`src/rtl/crsg_map.svh`:
```
`ifndef CRSG_MAP_SVH
`define CRSG_MAP_SVH
// Contract
// - power ok high only inside window
// - window 300 mV below, 200 mV above
// - dac under 300 mV: upper limit only
// - mask power ok failures 130 us
// - large drop in sleep moves lengthen mask (code: only during slow entry and slow exit, not fast exit)
// - soft start node zero when off
// - supply and enable start 50-60 us reset
// - detect phase count, then start ramp
// - ramp charged at 8 uA to boot
// - boot level from built-in code
// - ramp at 1.7 V drops clock permit (code also waits for the rail inside the window)
// - sample cpu code, soft move to it
// - boot to code uses 48 uA to clamp
// - delay node discharged before clock permit
// - delay charged 2 uA, power ok at 2.9 V
// - enable or supply loss discharges both nodes
// - soft transition for sleep moves and boot
// - reference from slew buffer during transition
// - slew current chosen by transition type
// - two phases take alternate ramp cycles
// - every code change restarts mask timer (code: only code changes in boot and run states)
// - ignore new code for 400 ns

// register byte offsets
`define CRSG_REG_CTRL       12'h000
`define CRSG_REG_STATUS     12'h004
`define CRSG_REG_CODE       12'h008
// control fields and reset value
`define CRSG_CTRL_EN_BIT     0
`define CRSG_CTRL_SINGLE_BIT 1
`define CRSG_CTRL_RST        2'h1
// status fields
`define CRSG_ST_STATE_LSB    0
`define CRSG_ST_POK_BIT      3
`define CRSG_ST_CLKP_BIT     4
`define CRSG_ST_MASK_BIT     5
`define CRSG_ST_TWOPH_BIT    6
`define CRSG_ST_DACLOW_BIT   7
`define CRSG_ST_SLEW_BIT     8
// timing
`define CRSG_CLK_KHZ        25000
`define CRSG_RESET_US       50
`define CRSG_MASK_US        130
`define CRSG_SKEW_NS        400
`define CRSG_RESET_CYC ((`CRSG_RESET_US * `CRSG_CLK_KHZ + 999) / 1000)
`define CRSG_MASK_CYC  ((`CRSG_MASK_US * `CRSG_CLK_KHZ) / 1000)
`define CRSG_SKEW_CYC  ((`CRSG_SKEW_NS * `CRSG_CLK_KHZ + 999999) / 1000000)
`endif

```
`src/rtl/crsg_pkg.sv`:
```
package crsg_pkg;
  typedef enum logic [2:0] {
    ST_OFF, ST_RESET, ST_PHASE, ST_SOFT, ST_BOOT, ST_RUN
  } crsg_state_e;

  typedef enum logic [2:0] {
    SLEW_NONE, SLEW_SLOW_ENTRY, SLEW_FAST_EXIT, SLEW_SLOW_EXIT, SLEW_BOOT
  } crsg_slew_e;

  // comparator and strap results from the analog side
  typedef struct packed {
    logic supply_ok;       // supply above upper lockout level
    logic enable;          // enable pin
    logic ss_at_start;     // ramp node at 1.7 V
    logic ss_at_clamp;     // ramp node at 2.9 V clamp
    logic delay_at_term;   // good delay node at 2.9 V
    logic below_upper;     // core rail under dac + 200 mV
    logic above_lower;     // core rail over dac - 300 mV
    logic drop_large;      // core rail drop over 200 mV
    logic two_phase_sel;   // user phase count strap
    logic ramp_cycle;      // internal ramp restart
  } crsg_cmp_s;

  // processor side inputs
  typedef struct packed {
    logic       deep_sleep_request;
    logic       deep_stop_request;
    logic [6:0] voltage_select_code;
  } crsg_cpu_s;

  // controls to the analog side
  typedef struct packed {
    logic       ss_discharge;
    logic       ss_charge_low;     // 8 uA source
    logic       ss_charge_high;    // 48 uA source
    logic       delay_discharge;
    logic       delay_charge;      // 2 uA source
    logic       ref_from_slew;     // amplifier reference on slew node
    crsg_slew_e slew_sel;          // slew node current
  } crsg_ana_s;
endpackage : crsg_pkg

```
`src/rtl/crsg_sequencer.sv`:
```
`timescale 1ns/1ps
`include "crsg_map.svh"
module crsg_sequencer #(
  parameter int unsigned RESET_CYC = `CRSG_RESET_CYC,
  parameter int unsigned MASK_CYC  = `CRSG_MASK_CYC,
  parameter int unsigned SKEW_CYC  = `CRSG_SKEW_CYC,
  parameter logic [6:0]  BOOT_CODE = 7'h00,  // built-in start code
  parameter logic [6:0]  LOW_CODE  = 7'h60   // first code under 300 mV
) (
  input  wire logic                 core_clk_i,
  input  wire logic                 sys_rst_i,
  input  wire logic                 ce_i,
  input  wire crsg_pkg::crsg_cmp_s  cmp_i,
  input  wire crsg_pkg::crsg_cpu_s  cpu_i,
  input  wire logic                 psel_i,
  input  wire logic                 penable_i,
  input  wire logic                 pwrite_i,
  input  wire logic [11:0]          paddr_i,
  input  wire logic [31:0]          pwdata_i,
  output logic [31:0]               prdata_o,
  output logic                      pready_o,
  output logic                      pslverr_o,
  output crsg_pkg::crsg_ana_s       ana_o,
  output logic [6:0]                dac_code_o,
  output logic                      power_ok_output_o,
  output logic                      cpu_clock_permit_o,
  output logic                      phase_sel_o
);
  localparam int unsigned CW = 12;

  // elaboration checks on counter capacity
  if (RESET_CYC < 1 || RESET_CYC >= (1 << CW)) begin : g_chk_rst
    $error("reset cycle count out of range");
  end
  if (MASK_CYC < 1 || MASK_CYC >= (1 << CW)) begin : g_chk_mask
    $error("mask count out of range");
  end
  if (SKEW_CYC < 1 || SKEW_CYC >= (1 << CW) - 1) begin : g_chk_skew
    $error("skew count out of range");
  end

  localparam logic [CW-1:0] RESET_LAST = CW'(RESET_CYC - 1);
  localparam logic [CW-1:0] MASK_LOAD  = CW'(MASK_CYC);
  localparam logic [CW-1:0] SKEW_LOAD  = CW'(SKEW_CYC);

  // dac code at or past LOW_CODE gives under 300 mV
  function automatic logic dac_low(input logic [6:0] code);
    dac_low = (code >= LOW_CODE);
  endfunction : dac_low

  crsg_pkg::crsg_cmp_s   cmp;
  crsg_pkg::crsg_cpu_s   cpu;
  logic [18:0]           sync_q;
  crsg_pkg::crsg_state_e st_r;
  crsg_pkg::crsg_slew_e  slew_r;
  logic [CW-1:0]         seq_cnt_r;
  logic [CW-1:0]         mask_cnt_r;
  logic [CW-1:0]         skew_cnt_r;
  logic [6:0]            dac_code_r;
  logic [6:0]            seen_code_r;
  logic                  two_phase_r;
  logic                  clk_permit_r;
  logic                  pok_r;
  logic                  phase_r;
  logic                  ramp_d_r;
  logic                  sleep_d_r;
  logic                  stop_d_r;
  logic [1:0]            ctrl_r;
  logic                  pready_r;
  logic                  pslverr_r;
  logic [31:0]           prdata_r;
  logic                  power_up;
  logic                  window_ok;
  logic                  mask_act;
  logic                  code_evt;
  logic                  boot_go;
  logic                  sleep_entry;
  logic                  fast_exit;
  logic                  slow_exit;
  logic                  sleep_evt;
  logic                  extend;
  logic                  apb_setup;
  logic                  apb_write;

  // comparators, strap and cpu pins enter through one synchroniser
  crsg_sync #(
    .WIDTH (19)
  ) u_sync (
    .core_clk_i (core_clk_i),
    .sys_rst_i  (sys_rst_i),
    .ce_i       (ce_i),
    .async_i    ({cmp_i, cpu_i}),
    .sync_o     (sync_q)
  );

  assign cmp = crsg_pkg::crsg_cmp_s'(sync_q[18:9]);
  assign cpu = crsg_pkg::crsg_cpu_s'(sync_q[8:0]);

  // start conditions and window evaluation
  assign power_up  = cmp.supply_ok & cmp.enable
                   & ctrl_r[`CRSG_CTRL_EN_BIT];
  assign window_ok = cmp.below_upper
                   & (cmp.above_lower | dac_low(dac_code_r));
  assign mask_act  = (mask_cnt_r != '0);
  assign boot_go   = (st_r == crsg_pkg::ST_SOFT) & cmp.ss_at_start
                   & window_ok;
  assign code_evt  = (skew_cnt_r == CW'(1));

  // sleep transitions, only once the rail is on its coded level
  assign sleep_entry = cpu.deep_sleep_request & ~sleep_d_r;
  assign fast_exit   = ~cpu.deep_sleep_request & sleep_d_r;
  assign slow_exit   = cpu.deep_sleep_request & cpu.deep_stop_request
                     & ~stop_d_r;
  assign sleep_evt   = (st_r == crsg_pkg::ST_RUN)
                     & (sleep_entry | fast_exit | slow_exit);
  assign extend      = mask_act & cmp.drop_large
                     & ((slew_r == crsg_pkg::SLEW_SLOW_ENTRY)
                     |  (slew_r == crsg_pkg::SLEW_SLOW_EXIT));

  // start-up sequence; loss of enable or supply returns to off
  always_ff @(posedge core_clk_i) begin
    if (sys_rst_i) begin
      st_r      <= crsg_pkg::ST_OFF;
      seq_cnt_r <= '0;
    end else if (ce_i) begin
      if (!power_up) begin
        st_r      <= crsg_pkg::ST_OFF;
        seq_cnt_r <= '0;
      end else begin
        case (st_r)
          crsg_pkg::ST_OFF: begin
            st_r      <= crsg_pkg::ST_RESET;
            seq_cnt_r <= '0;
          end
          crsg_pkg::ST_RESET: begin
            if (seq_cnt_r == RESET_LAST) begin
              st_r <= crsg_pkg::ST_PHASE;
            end else begin
              seq_cnt_r <= seq_cnt_r + CW'(1);
            end
          end
          crsg_pkg::ST_PHASE: begin
            st_r <= crsg_pkg::ST_SOFT;
          end
          crsg_pkg::ST_SOFT: begin
            if (boot_go) begin
              st_r <= crsg_pkg::ST_BOOT;
            end
          end
          crsg_pkg::ST_BOOT: begin
            if (cmp.ss_at_clamp && !mask_act) begin
              st_r <= crsg_pkg::ST_RUN;
            end
          end
          crsg_pkg::ST_RUN: begin
            st_r <= crsg_pkg::ST_RUN;
          end
          default: begin
            st_r <= crsg_pkg::ST_OFF;
          end
        endcase
      end
    end
  end

  // phase count taken once after the reset cycle
  always_ff @(posedge core_clk_i) begin
    if (sys_rst_i) begin
      two_phase_r <= 1'b0;
    end else if (ce_i && st_r == crsg_pkg::ST_PHASE) begin
      two_phase_r <= cmp.two_phase_sel
                   & ~ctrl_r[`CRSG_CTRL_SINGLE_BIT];
    end
  end

  // code change filter: a new code waits out the skew time
  always_ff @(posedge core_clk_i) begin
    if (sys_rst_i) begin
      seen_code_r <= 7'h00;
      skew_cnt_r  <= '0;
    end else if (ce_i) begin
      if (cpu.voltage_select_code != seen_code_r) begin
        seen_code_r <= cpu.voltage_select_code;
        skew_cnt_r  <= SKEW_LOAD + CW'(1);
      end else if (skew_cnt_r != '0) begin
        skew_cnt_r <= skew_cnt_r - CW'(1);
      end
    end
  end

  // dac code: boot level until the hand-over, then the cpu code
  always_ff @(posedge core_clk_i) begin
    if (sys_rst_i) begin
      dac_code_r <= BOOT_CODE;
    end else if (ce_i) begin
      case (st_r)
        crsg_pkg::ST_BOOT, crsg_pkg::ST_RUN: begin
          if (code_evt) begin
            dac_code_r <= seen_code_r;
          end
        end
        crsg_pkg::ST_SOFT: begin
          if (boot_go) begin
            dac_code_r <= seen_code_r;
          end else begin
            dac_code_r <= BOOT_CODE;
          end
        end
        default: begin
          dac_code_r <= BOOT_CODE;
        end
      endcase
    end
  end

  // mask timer; restarted by every code step in boot or run and every sleep move
  always_ff @(posedge core_clk_i) begin
    if (sys_rst_i) begin
      mask_cnt_r <= '0;
    end else if (ce_i) begin
      if (!power_up) begin
        mask_cnt_r <= '0;
      end else if (boot_go || sleep_evt || extend) begin
        mask_cnt_r <= MASK_LOAD;
      end else if (code_evt && (st_r == crsg_pkg::ST_BOOT
                             || st_r == crsg_pkg::ST_RUN)) begin
        mask_cnt_r <= MASK_LOAD;
      end else if (mask_act) begin
        mask_cnt_r <= mask_cnt_r - CW'(1);
      end
    end
  end

  // transition type selects slew current for the masked period
  always_ff @(posedge core_clk_i) begin
    if (sys_rst_i) begin
      slew_r <= crsg_pkg::SLEW_NONE;
    end else if (ce_i) begin
      if (!power_up) begin
        slew_r <= crsg_pkg::SLEW_NONE;
      end else if (boot_go) begin
        slew_r <= crsg_pkg::SLEW_BOOT;
      end else if (sleep_evt && sleep_entry) begin
        slew_r <= crsg_pkg::SLEW_SLOW_ENTRY;
      end else if (sleep_evt && fast_exit) begin
        slew_r <= crsg_pkg::SLEW_FAST_EXIT;
      end else if (sleep_evt && slow_exit) begin
        slew_r <= crsg_pkg::SLEW_SLOW_EXIT;
      end else if (mask_cnt_r == CW'(1)) begin
        slew_r <= crsg_pkg::SLEW_NONE;
      end
    end
  end

  // previous levels for edge detection
  always_ff @(posedge core_clk_i) begin
    if (sys_rst_i) begin
      sleep_d_r <= 1'b0;
      stop_d_r  <= 1'b0;
      ramp_d_r  <= 1'b0;
    end else if (ce_i) begin
      sleep_d_r <= cpu.deep_sleep_request;
      stop_d_r  <= cpu.deep_stop_request;
      ramp_d_r  <= cmp.ramp_cycle;
    end
  end

  // clock permit: high until the ramp reaches its start level with the rail inside the window
  always_ff @(posedge core_clk_i) begin
    if (sys_rst_i) begin
      clk_permit_r <= 1'b1;
    end else if (ce_i) begin
      if (!power_up) begin
        clk_permit_r <= 1'b1;
      end else if (boot_go) begin
        clk_permit_r <= 1'b0;
      end
    end
  end

  // power ok after the delay node ends, masked failures ignored
  always_ff @(posedge core_clk_i) begin
    if (sys_rst_i) begin
      pok_r <= 1'b0;
    end else if (ce_i) begin
      pok_r <= power_up && !clk_permit_r
            && cmp.delay_at_term
            && (window_ok || (mask_act && pok_r));
    end
  end

  // alternate ramp cycles serve phase one and phase two
  always_ff @(posedge core_clk_i) begin
    if (sys_rst_i) begin
      phase_r <= 1'b0;
    end else if (ce_i) begin
      if (!two_phase_r || st_r == crsg_pkg::ST_OFF) begin
        phase_r <= 1'b0;
      end else if (cmp.ramp_cycle && !ramp_d_r) begin
        phase_r <= ~phase_r;
      end
    end
  end

  // analog node controls
  always_ff @(posedge core_clk_i) begin
    if (sys_rst_i) begin
      ana_o <= '{ss_discharge: 1'b1, delay_discharge: 1'b1,
                 slew_sel: crsg_pkg::SLEW_NONE, default: 1'b0};
    end else if (ce_i) begin
      ana_o.ss_discharge    <= (st_r == crsg_pkg::ST_OFF)
                            || (st_r == crsg_pkg::ST_RESET)
                            || (st_r == crsg_pkg::ST_PHASE);
      ana_o.ss_charge_low   <= (st_r == crsg_pkg::ST_SOFT);
      ana_o.ss_charge_high  <= (st_r == crsg_pkg::ST_BOOT)
                            || (st_r == crsg_pkg::ST_RUN);
      ana_o.delay_discharge <= clk_permit_r;
      ana_o.delay_charge    <= ~clk_permit_r;
      ana_o.ref_from_slew   <= (slew_r != crsg_pkg::SLEW_NONE);
      ana_o.slew_sel        <= slew_r;
    end
  end

  // pin outputs
  always_ff @(posedge core_clk_i) begin
    if (sys_rst_i) begin
      dac_code_o         <= BOOT_CODE;
      power_ok_output_o  <= 1'b0;
      cpu_clock_permit_o <= 1'b1;
      phase_sel_o        <= 1'b0;
    end else if (ce_i) begin
      dac_code_o         <= dac_code_r;
      power_ok_output_o  <= pok_r;
      cpu_clock_permit_o <= clk_permit_r;
      phase_sel_o        <= phase_r;
    end
  end

  // apb slave: answer prepared in setup, ready in the access cycle
  assign apb_setup = psel_i & ~penable_i;
  assign apb_write = psel_i & penable_i & pready_r & pwrite_i & ~pslverr_r;

  always_ff @(posedge core_clk_i) begin
    if (sys_rst_i) begin
      pready_r  <= 1'b0;
      pslverr_r <= 1'b0;
      prdata_r  <= 32'h0000_0000;
    end else if (ce_i) begin
      pready_r  <= apb_setup;
      pslverr_r <= 1'b0;
      prdata_r  <= 32'h0000_0000;
      if (apb_setup) begin
        case (paddr_i)
          `CRSG_REG_CTRL: begin
            prdata_r <= {30'h0, ctrl_r};
          end
          `CRSG_REG_STATUS: begin
            prdata_r[`CRSG_ST_STATE_LSB +: 3] <= st_r;
            prdata_r[`CRSG_ST_POK_BIT]        <= pok_r;
            prdata_r[`CRSG_ST_CLKP_BIT]       <= clk_permit_r;
            prdata_r[`CRSG_ST_MASK_BIT]       <= mask_act;
            prdata_r[`CRSG_ST_TWOPH_BIT]      <= two_phase_r;
            prdata_r[`CRSG_ST_DACLOW_BIT]     <= dac_low(dac_code_r);
            prdata_r[`CRSG_ST_SLEW_BIT]       <=
              (slew_r != crsg_pkg::SLEW_NONE);
          end
          `CRSG_REG_CODE: begin
            prdata_r <= {17'h0, seen_code_r, 1'b0, dac_code_r};
          end
          default: begin
            pslverr_r <= 1'b1;
          end
        endcase
      end
    end
  end

  // control register: enable and forced single phase
  always_ff @(posedge core_clk_i) begin
    if (sys_rst_i) begin
      ctrl_r <= `CRSG_CTRL_RST;
    end else if (ce_i && apb_write && paddr_i == `CRSG_REG_CTRL) begin
      ctrl_r <= pwdata_i[1:0];
    end
  end

  assign prdata_o  = prdata_r;
  assign pready_o  = pready_r;
  assign pslverr_o = pslverr_r;
endmodule : crsg_sequencer

```
`src/rtl/crsg_sync.sv`:
```
`timescale 1ns/1ps
// three stage synchroniser; a change is taken once stages two and three agree
module crsg_sync #(
  parameter int unsigned WIDTH = 1
) (
  input  wire logic             core_clk_i,
  input  wire logic             sys_rst_i,
  input  wire logic             ce_i,
  input  wire logic [WIDTH-1:0] async_i,
  output logic      [WIDTH-1:0] sync_o
);
  logic [WIDTH-1:0] s1_r;
  logic [WIDTH-1:0] s2_r;
  logic [WIDTH-1:0] s3_r;

  // capture chain
  always_ff @(posedge core_clk_i) begin
    if (sys_rst_i) begin
      s1_r <= '0;
      s2_r <= '0;
      s3_r <= '0;
    end else if (ce_i) begin
      s1_r <= async_i;
      s2_r <= s1_r;
      s3_r <= s2_r;
    end
  end

  // per bit agreement filter
  always_ff @(posedge core_clk_i) begin
    if (sys_rst_i) begin
      sync_o <= '0;
    end else if (ce_i) begin
      for (int i = 0; i < WIDTH; i++) begin
        if (s2_r[i] == s3_r[i]) begin
          sync_o[i] <= s3_r[i];
        end
      end
    end
  end
endmodule : crsg_sync

```
`config.mk`:
```
export PLATFORM = sky130hd
export DESIGN_NAME = crsg_sequencer
export DESIGN_NICKNAME = d
export VERILOG_FILES = /design/src/rtl/crsg_pkg.sv /design/src/rtl/crsg_sequencer.sv /design/src/rtl/crsg_sync.sv
export VERILOG_INCLUDE_DIRS = /design/src /design/src/rtl
export SDC_FILE = /design/constraint.sdc
export NUM_CORES = 1
export LEC_CHECK = 0
export BUFFER_PORTS_ARGS = -buffer_cell sky130_fd_sc_hd__buf_2
export CORE_AREA = 2 2 138 140
export CTS_BUF_LIST = sky130_fd_sc_hd__clkbuf_4 sky130_fd_sc_hd__clkbuf_8
export DETAILED_ROUTE_END_ITERATION = 10
export DIE_AREA = 0 0 140 142
export HOLD_SLACK_MARGIN = 0.1
export REMOVE_ABC_BUFFERS = 1
export SETUP_SLACK_MARGIN = 0.1
export SYNTH_ARGS = -nofsm -noshare
export SYNTH_HDL_FRONTEND = slang
export SYNTH_HIERARCHICAL = 1
export SYNTH_SLANG_ARGS = --single-unit
```
`constraint.sdc`:
```
create_clock -name core_clk_i -period 5.7 [get_ports core_clk_i]
set_clock_uncertainty 0.1 [all_clocks]
set_input_delay 0.855 -clock core_clk_i [delete_from_list [all_inputs] [get_ports core_clk_i]]
set_output_delay 0.855 -clock core_clk_i [all_outputs]
set_load 0.02 [all_outputs]
```
==> results of run 1 <==
## path summary, 6_finish.rpt
path	slack [ps]	end	cells after the start	from
hold reg to reg	370	ramp_d_r	2	ramp_d_r
setup / recovery	2700	seq_cnt_r[7]	8	ce_i
hold / removal	370	ramp_d_r	2	ramp_d_r
setup reg to reg	3070	seq_cnt_r[9]	8	seq_cnt_r[0]
## cell families after synthesis
group,count (synthesis),share of synthesized area
buffers and inverters,99,0.0709
other,1,0.000464
AND/OR/NAND/NOR,345,0.220
flip-flops,176,0.436
XOR/XNOR,24,0.0260
AO/OA/AOI/OAI,146,0.126
adder cells (fa/ha/maj),10,0.0155
multiplexers,85,0.105
## sequential cells by signal, indices dropped and copies added, names as in the netlist, 8 cells and up
register / cells
u_sync/s3_r: 19
u_sync/s2_r: 19
u_sync/s1_r: 19
ana_o: 8
u_sync/sync_o: 19
mask_cnt_r: 12
skew_cnt_r: 12
prdata_o: 15
seq_cnt_r: 12
## layout by cell type, fill, tap and decap left out, drive strengths merged, types with 7 or more instances in the layout
master  instances
o21ai          23
nor3           11
buf            80
nand4          10
a21oi          51
nand2          53
a22o           13
o32ai          20
nor2          132
nand2b         28
a22oi           7
inv            38
nor2b          27
dfxtp         176
xnor2          14
ha             10
xor2           10
nand3          23
or4             8
clkbuf         18
or3            11
nor4           11
clkinv          7
mux2i          85
conb           17
## power by group
group | internal (uW) | total (uW) | switching [uW]
Combinational | 112 | 276 | 164
Sequential | 1270 | 1300 | 31.7
Clock | 399 | 852 | 453
Total | 1780 | 2430 | 649
## worst register-to-register path: cells and delay by family (launching register included)
family | cells | cell delay, ps
flops | 1 | 410
compound gates | 2 | 430
buf+inv | 1 | 200
simple gates | 4 | 1210
fa+ha+maj | 1 | 190
## layer usage
| layer | up-vias | wire length (um) |
|---|---|---|
| li1 | 3162 | - |
| met1 | 2861 | 8350 |
| met2 | 111 | 7750 |
| met3 | 14 | 606 |
| met4 | 0 | 161 |
| met5 | - | 0 |
## final cells by class
| class | count | area [sq um] | area share |
|---|---|---|---|
| multi-input cells | 627 | 4050 | 0.459 |
| clock inverters | 12 | 135 | 0.0153 |
| clock buffers | 18 | 248 | 0.0281 |
| repair buffers | 80 | 424 | 0.0482 |
| well taps | 234 | 293 | 0.0333 |
| inverters | 36 | 135 | 0.0153 |
| flip-flops and latches | 176 | 3520 | 0.400 |
## stage by stage
step                      hold slack (ps)  worst slack [ps]  utilization
final                                 375              2700        0.477
after global routing                  403              2490        0.477
after CTS                             383              2710        0.477
after detailed placement              368              2210        0.456
after global placement                355              2240        0.456
after floorplan                       338              2710            -
==> impl_results.html, run 1 <==
<table>
<tr><th>Metric</th><th>Value</th></tr>
<tr><th colspan="2">CTS</th></tr>
<tr><td>Post-CTS setup buffers</td><td>0</td></tr>
<tr><td>Clock-pin transition on the worst setup and hold timing paths</td><td>90 ps</td></tr>
<tr><td># resized after CTS</td><td>0</td></tr>
<tr><td>Post-cts hold buffer count</td><td>0</td></tr>
<tr><td>CTS tree</td><td>built</td></tr>
<tr><td>Depth of the CTS H-tree</td><td>4</td></tr>
<tr><td>Master cell of the clock root buffer</td><td>clkbuf_8</td></tr>
<tr><td>Skew-Pair Late Insertion Delay</td><td>460 ps</td></tr>
<tr><td>Number of clock sinks</td><td>176</td></tr>
<tr><td>Number of buffers created by CTS</td><td>17</td></tr>
<tr><td>Clock buffer depth</td><td>2</td></tr>
<tr><th colspan="2">STA</th></tr>
<tr><td>RSZ-0062 raised after global routing</td><td>false</td></tr>
<tr><td>Pins Over Slew Limit</td><td>0</td></tr>
<tr><td>Actual slew at the worst max-slew pin</td><td>815 ps</td></tr>
<tr><td>Part of the cycle the worst path needs</td><td>0.526</td></tr>
<tr><td>Achievable Freq</td><td>0.334 GHz</td></tr>
<tr><td>Final setup violating endpoints</td><td>0</td></tr>
<tr><td>Final min period</td><td>3000 ps</td></tr>
<tr><td>Remaining max-slew budget at the tightest pin</td><td>0.456</td></tr>
<tr><td>Endpoints failing hold</td><td>0</td></tr>
<tr><td>Summed negative setup slack over all endpoints</td><td>0 ps</td></tr>
<tr><th colspan="2">Global routing</th></tr>
<tr><td>Total Routing Usage GR</td><td>0.171</td></tr>
<tr><td>Met1 track utilization from global routing</td><td>0.241</td></tr>
<tr><td>Total overflow reported by the global router</td><td>0</td></tr>
<tr><td>Global routing's busiest layer</td><td>met2</td></tr>
<tr><td>Met3 layer usage reported by global route</td><td>0.0357</td></tr>
<tr><td>Antenna violations before repair</td><td>0</td></tr>
<tr><td>First-pass GRT wire length</td><td>27.8 mm</td></tr>
<tr><td>Largest net degree at the start of global routing</td><td>65</td></tr>
<tr><td>Met2 Resource Use GR</td><td>0.268</td></tr>
<tr><td>Via count of the first global-routing pass</td><td>5539</td></tr>
<tr><th colspan="2">Floorplan</th></tr>
<tr><td>Full die area</td><td>19900 sq um</td></tr>
<tr><td>Count of standard-cell rows</td><td>50</td></tr>
<tr><td>Starting density of the core</td><td>0.438</td></tr>
<tr><td>IO Pins</td><td>122</td></tr>
<tr><td>Vertical extent of the die</td><td>142 um</td></tr>
<tr><td>Overall die width</td><td>140 um</td></tr>
<tr><td>Placeable core region</td><td>18500 sq um</td></tr>
<tr><th colspan="2">Synthesis</th></tr>
<tr><td>Yosys top cell area share</td><td>0.436</td></tr>
<tr><td>Number of enable flip-flop cells after synthesis</td><td>0</td></tr>
<tr><td>Number of distinct library cells after synthesis</td><td>68</td></tr>
<tr><td>Seq cells post-synth</td><td>176</td></tr>
<tr><td>Most used DFF post-synth</td><td>dfxtp_1</td></tr>
<tr><td>Yosys synthesis warning count</td><td>6</td></tr>
<tr><td>Synth async-reset ratio</td><td>0</td></tr>
<tr><td>Mapped Area</td><td>8080 sq um</td></tr>
<tr><td>Dominant cell by count in the synthesized netlist</td><td>dfxtp_1</td></tr>
<tr><td>Mean instance size in the synthesized netlist</td><td>9.12 sq um</td></tr>
<tr><td>Cells taking the most area after synthesis</td><td>dfxtp_1 (44%), mux2i_1 (11%), nor2_1 (6.1%)</td></tr>
<tr><td>Cell type contributing the most total cell area after synthesis</td><td>dfxtp_1</td></tr>
<tr><td>Syn Inst Count</td><td>886</td></tr>
<tr><td>Proportion of synthesized chip area in sequential cells</td><td>0.436</td></tr>
<tr><td>Top cells by instance count after synthesis</td><td>dfxtp_1 (176), nor2_1 (132), mux2i_1 (85), nand2_1 (52), a21oi_1 (50)</td></tr>
<tr><th colspan="2">Final layout</th></tr>
<tr><td>Final-stage net count</td><td>1017</td></tr>
<tr><td>Antenna cell count</td><td>0</td></tr>
<tr><td>Layout cells sized above 1</td><td>0.135</td></tr>
<tr><td>Number of filler instances in the final layout</td><td>1787</td></tr>
<tr><td>Final design instance area without fill</td><td>8800 sq um</td></tr>
<tr><td>Number of cells in the finished layout apart from fillers</td><td>1183</td></tr>
<tr><td>Area growth, synth to finish</td><td>8.93%</td></tr>
<tr><th colspan="2">Placement</th></tr>
<tr><td>Final HPWL from detailed placement</td><td>11.7 mm</td></tr>
<tr><td>Port Buf Inserts</td><td>74</td></tr>
<tr><td>Total placed cells including tap cells</td><td>1153</td></tr>
<tr><td>Global placer's final weighted congestion</td><td>0.799</td></tr>
<tr><td>Placed cell areas</td><td>8420 sq um</td></tr>
<tr><th colspan="2">Route</th></tr>
<tr><td>Total wire length after detailed routing</td><td>16.9 mm</td></tr>
<tr><td>Routed length per placed instance</td><td>14.3 um</td></tr>
<tr><td>Via count of the routed design</td><td>6148</td></tr>
<tr><td>Detailed-routing iteration count for the pre-antenna-repair pass</td><td>10</td></tr>
<tr><td>Antenna Nets Post-Route</td><td>0</td></tr>
<tr><td>Initial DRC Count</td><td>355</td></tr>
<tr><td>Count of unresolved DRC violations after routing</td><td>1</td></tr>
<tr><td>Routed vias/inst</td><td>5.20</td></tr>
<tr><th colspan="2">Worst setup path</th></tr>
<tr><td>CP max FO</td><td>33</td></tr>
<tr><td>Type of origin of the critical path</td><td>primary input</td></tr>
<tr><td>Crit path required time</td><td>5990 ps</td></tr>
<tr><td>Crit-path max cell delay</td><td>530 ps</td></tr>
<tr><td>CP arrival</td><td>3290 ps</td></tr>
<tr><td>Crit-path cells</td><td>buf_6, inv_1, or3_1, o21ai_1, buf_4, nand4_1, or4b_1, a21oi_1</td></tr>
<tr><td>CP top delay family</td><td>simple AND/OR/NAND/NOR gates</td></tr>
<tr><td>CP endpoint kind</td><td>flop</td></tr>
<tr><td>Cell at the slowest stage of the critical path</td><td>or3_1</td></tr>
<tr><td>Crit path buffers/inverters</td><td>3</td></tr>
<tr><td>CP Class</td><td>primary input to flop</td></tr>
<tr><th colspan="2">Power</th></tr>
<tr><td>Leakage power</td><td>0.00352 uW</td></tr>
<tr><td>Max rail drop VDD</td><td>0.141 mV</td></tr>
<tr><td>Pwr dens</td><td>276 nW/um^2</td></tr>
<tr><td>Total power after layout</td><td>2430 uW</td></tr>
<tr><th colspan="2">Hold path</th></tr>
<tr><td>Class of the tightest hold or removal check</td><td>flop to flop</td></tr>
<tr><th colspan="2">Outcome</th></tr>
<tr><td>Violated checks</td><td>DRC</td></tr>
<tr><td>Outcome</td><td>finished, violations left</td></tr>
<tr><th colspan="2">Job</th></tr>
<tr><td>Max-capacitance violation count</td><td>0</td></tr>
</table>
Power figures use the tool's default switching activity.
==> run 2: changes to the inputs <==
- PLACE_DENSITY: default -> 0.67
- clock period: 5.7 -> 2.4 ns (I/O delays scaled with it)
==> impl_results.html, run 2 (synthesis gave the netlist of run 1 again) <==
<table>
<tr><th>Metric</th><th>Value</th></tr>
<tr><th colspan="2">Floorplan</th></tr>
<tr><td>Count of standard-cell rows</td><td>50 (unchanged)</td></tr>
<tr><td>Placeable core region</td><td>18500 sq um (unchanged)</td></tr>
<tr><td>Starting density of the core</td><td>0.438 (unchanged)</td></tr>
<tr><td>Overall die width</td><td>140 um (unchanged)</td></tr>
<tr><td>Full die area</td><td>19900 sq um (unchanged)</td></tr>
<tr><td>Vertical extent of the die</td><td>142 um (unchanged)</td></tr>
<tr><td>IO Pins</td><td>122 (unchanged)</td></tr>
<tr><th colspan="2">Worst setup path</th></tr>
<tr><td>Crit path buffers/inverters</td><td>1 (-2)</td></tr>
<tr><td>Worst setup path startpoint</td><td>st_r[1]</td></tr>
<tr><td>CP Class</td><td>flop to flop</td></tr>
<tr><td>CP arrival</td><td>2550 ps (-740 ps)</td></tr>
<tr><td>CP max FO</td><td>10 (-70%)</td></tr>
<tr><td>CP top delay family</td><td>simple AND/OR/NAND/NOR gates</td></tr>
<tr><td>Crit-path cells</td><td>or3_1, o21ai_1, buf_4, nand4_1, or4b_1, a21oi_1</td></tr>
<tr><td>Crit path required time</td><td>2700 ps (-3290 ps)</td></tr>
<tr><td>Cell at the slowest stage of the critical path</td><td>or4b_1</td></tr>
<tr><td>Startpoint of the worst-slack reg-to-reg timing path</td><td>st_r[1]</td></tr>
<tr><td>Crit-path max cell delay</td><td>500 ps (-30 ps)</td></tr>
<tr><td>Type of origin of the critical path</td><td>flop</td></tr>
<tr><td>CP endpoint kind</td><td>flop</td></tr>
<tr><th colspan="2">Final layout</th></tr>
<tr><td>Most common cell after layout, fill and taps aside</td><td>dfxtp_1</td></tr>
<tr><td>End-of-flow core utilization</td><td>0.510 (+0.0327)</td></tr>
<tr><td>Number of filler instances in the final layout</td><td>1701 (-4.8%)</td></tr>
<tr><td>Number of cells in the finished layout apart from fillers</td><td>1246 (+5.3%)</td></tr>
<tr><td>Final-stage net count</td><td>1079 (+6.1%)</td></tr>
<tr><td>Antenna cell count</td><td>0 (unchanged)</td></tr>
<tr><td>Area growth, synth to finish</td><td>16.4%</td></tr>
<tr><td>Leading cell types in the layout, fill and taps excluded</td><td>dfxtp_1 (175), nor2_1 (132), mux2i_1 (85)</td></tr>
<tr><td>Layout cells sized above 1</td><td>0.181 (+0.0460)</td></tr>
<tr><th colspan="2">STA</th></tr>
<tr><td>Actual slew at the worst max-slew pin</td><td>630 ps (-185 ps)</td></tr>
<tr><td>Final min period</td><td>2240 ps</td></tr>
<tr><td>Hold WS</td><td>158 ps (-217 ps)</td></tr>
<tr><td>Final setup violating endpoints</td><td>0 (unchanged)</td></tr>
<tr><td>Pins Over Slew Limit</td><td>0 (unchanged)</td></tr>
<tr><td>RSZ-0062 raised after global routing</td><td>true</td></tr>
<tr><td>Endpoints failing hold</td><td>0 (unchanged)</td></tr>
<tr><td>Remaining max-slew budget at the tightest pin</td><td>0.576 (+0.119)</td></tr>
<tr><td>Achievable Freq</td><td>0.446 GHz</td></tr>
<tr><td>Part of the cycle the worst path needs</td><td>0.935</td></tr>
<tr><th colspan="2">Global routing</th></tr>
<tr><td>Via count of the first global-routing pass</td><td>5887 (+6.3%)</td></tr>
<tr><td>Largest net degree at the start of global routing</td><td>67 (+3.1%)</td></tr>
<tr><td>First-pass GRT wire length</td><td>29.0 mm (+4.4%)</td></tr>
<tr><td>Total Routing Usage GR</td><td>0.179 (+0.00799)</td></tr>
<tr><td>Total overflow reported by the global router</td><td>0 (unchanged)</td></tr>
<tr><td>Antenna violations before repair</td><td>0 (unchanged)</td></tr>
<tr><th colspan="2">Route</th></tr>
<tr><td>Total wire length after detailed routing</td><td>17.8 mm (+5.7%)</td></tr>
<tr><td>Count of unresolved DRC violations after routing</td><td>0 (-1)</td></tr>
<tr><td>Detailed-routing iteration count for the pre-antenna-repair pass</td><td>7 (-3)</td></tr>
<tr><td>Via count of the routed design</td><td>6507 (+5.8%)</td></tr>
<tr><td>Initial DRC Count</td><td>323 (-9.0%)</td></tr>
<tr><td>Routed length per placed instance</td><td>14.3 um (+0.34%)</td></tr>
<tr><td>Routed vias/inst</td><td>5.22 (+0.49%)</td></tr>
<tr><td>Antenna Nets Post-Route</td><td>0 (unchanged)</td></tr>
<tr><th colspan="2">Placement</th></tr>
<tr><td>Total placed cells including tap cells</td><td>1191 (+3.3%)</td></tr>
<tr><td>Port Buf Inserts</td><td>74 (unchanged)</td></tr>
<tr><td>Final HPWL from detailed placement</td><td>12.4 mm (+5.6%)</td></tr>
<tr><td>Global placer's final weighted congestion</td><td>0.877 (+9.8%)</td></tr>
<tr><th colspan="2">Power</th></tr>
<tr><td>Max rail drop VDD</td><td>0.360 mV (+150%)</td></tr>
<tr><td>Pwr dens</td><td>619 nW/um^2 (+120%)</td></tr>
<tr><td>Leakage power</td><td>0.00383 uW (+8.8%)</td></tr>
<tr><td>Total power after layout</td><td>5820 uW (+140%)</td></tr>
<tr><th colspan="2">CTS</th></tr>
<tr><td>Clock buffer depth</td><td>2 (unchanged)</td></tr>
<tr><td>Number of buffers created by CTS</td><td>17 (unchanged)</td></tr>
<tr><td>Skew-Pair Late Insertion Delay</td><td>470 ps (about the same)</td></tr>
<tr><td>CTS tree</td><td>built</td></tr>
<tr><td>Depth of the CTS H-tree</td><td>4 (unchanged)</td></tr>
<tr><td>Clock-pin transition on the worst setup and hold timing paths</td><td>90 ps (about the same)</td></tr>
<tr><td>Master cell of the clock root buffer</td><td>clkbuf_8</td></tr>
<tr><td>Number of clock sinks</td><td>176 (unchanged)</td></tr>
<tr><th colspan="2">Hold path</th></tr>
<tr><td>Class of the tightest hold or removal check</td><td>primary input to flop</td></tr>
<tr><td>Launch point of the worst hold path</td><td>penable_i</td></tr>
<tr><th colspan="2">Outcome</th></tr>
<tr><td>Outcome</td><td>finished clean</td></tr>
<tr><th colspan="2">Job</th></tr>
<tr><td>Max-capacitance violation count</td><td>0 (unchanged)</td></tr>
</table>
## run 2: per-layer routing
metal,wire [um],global-route usage
met5,0,0
met1,8480,0.239
met2,8470,0.293
met3,640,0.0333
met4,242,0.0585
## run 2: layout make-up
type	count	area (sq um)	area share
clock buffers	18	241	0.0257
clock inverters	13	129	0.0137
inverters	36	135	0.0144
multi-input cells	627	4110	0.437
flip-flops and latches	176	3520	0.375
well taps	234	293	0.0311
repair buffers	142	971	0.103
## run 2: through the flow
stage	cell area (sq um)	TNS (ps)	worst slack, ps
2_1_floorplan	7700	-197	-99.0
3_3_place_gp	8730	0	122
3_5_place_dp	8730	0	97.8
4_1_cts	9310	0	95.4
5_1_grt	9410	0	54.8
6_report	9410	0	157
## run 2: worst paths after layout
| kind | endpoint | slack [ps] | depth (start not counted) |
|---|---|---|---|
| worst min-delay path | pslverr_o | 160 | 4 |
| worst max-delay path | seq_cnt_r[7] | 160 | 6 |
| worst min register to register | ramp_d_r | 370 | 2 |
| worst max register to register | seq_cnt_r[7] | 160 | 6 |
## run 2: power breakdown
| part | total (uW) | internal (uW) | switching [uW] |
|---|---|---|---|
| clock network | 1970 | 847 | 1120 |
| registers | 3080 | 3010 | 71.7 |
| logic | 779 | 348 | 430 |
## run 2: timing repair
item                       4_1_cts  5_1_grt
pin swaps                        1        7
hold buffers                    21        0
buffers inserted                 0        2
setup endpoints to repair        2       16
gates resized for setup          1       16
hold endpoints to repair        21        0
gates cloned                     0        1
## run 2: tightest hold or removal path, delay by kind of cell
family,cells,cell delay [ps]
and+or+nand+nor,2,170
buffers and inverters,1,90
AOI/OAI and AO/OA,1,60
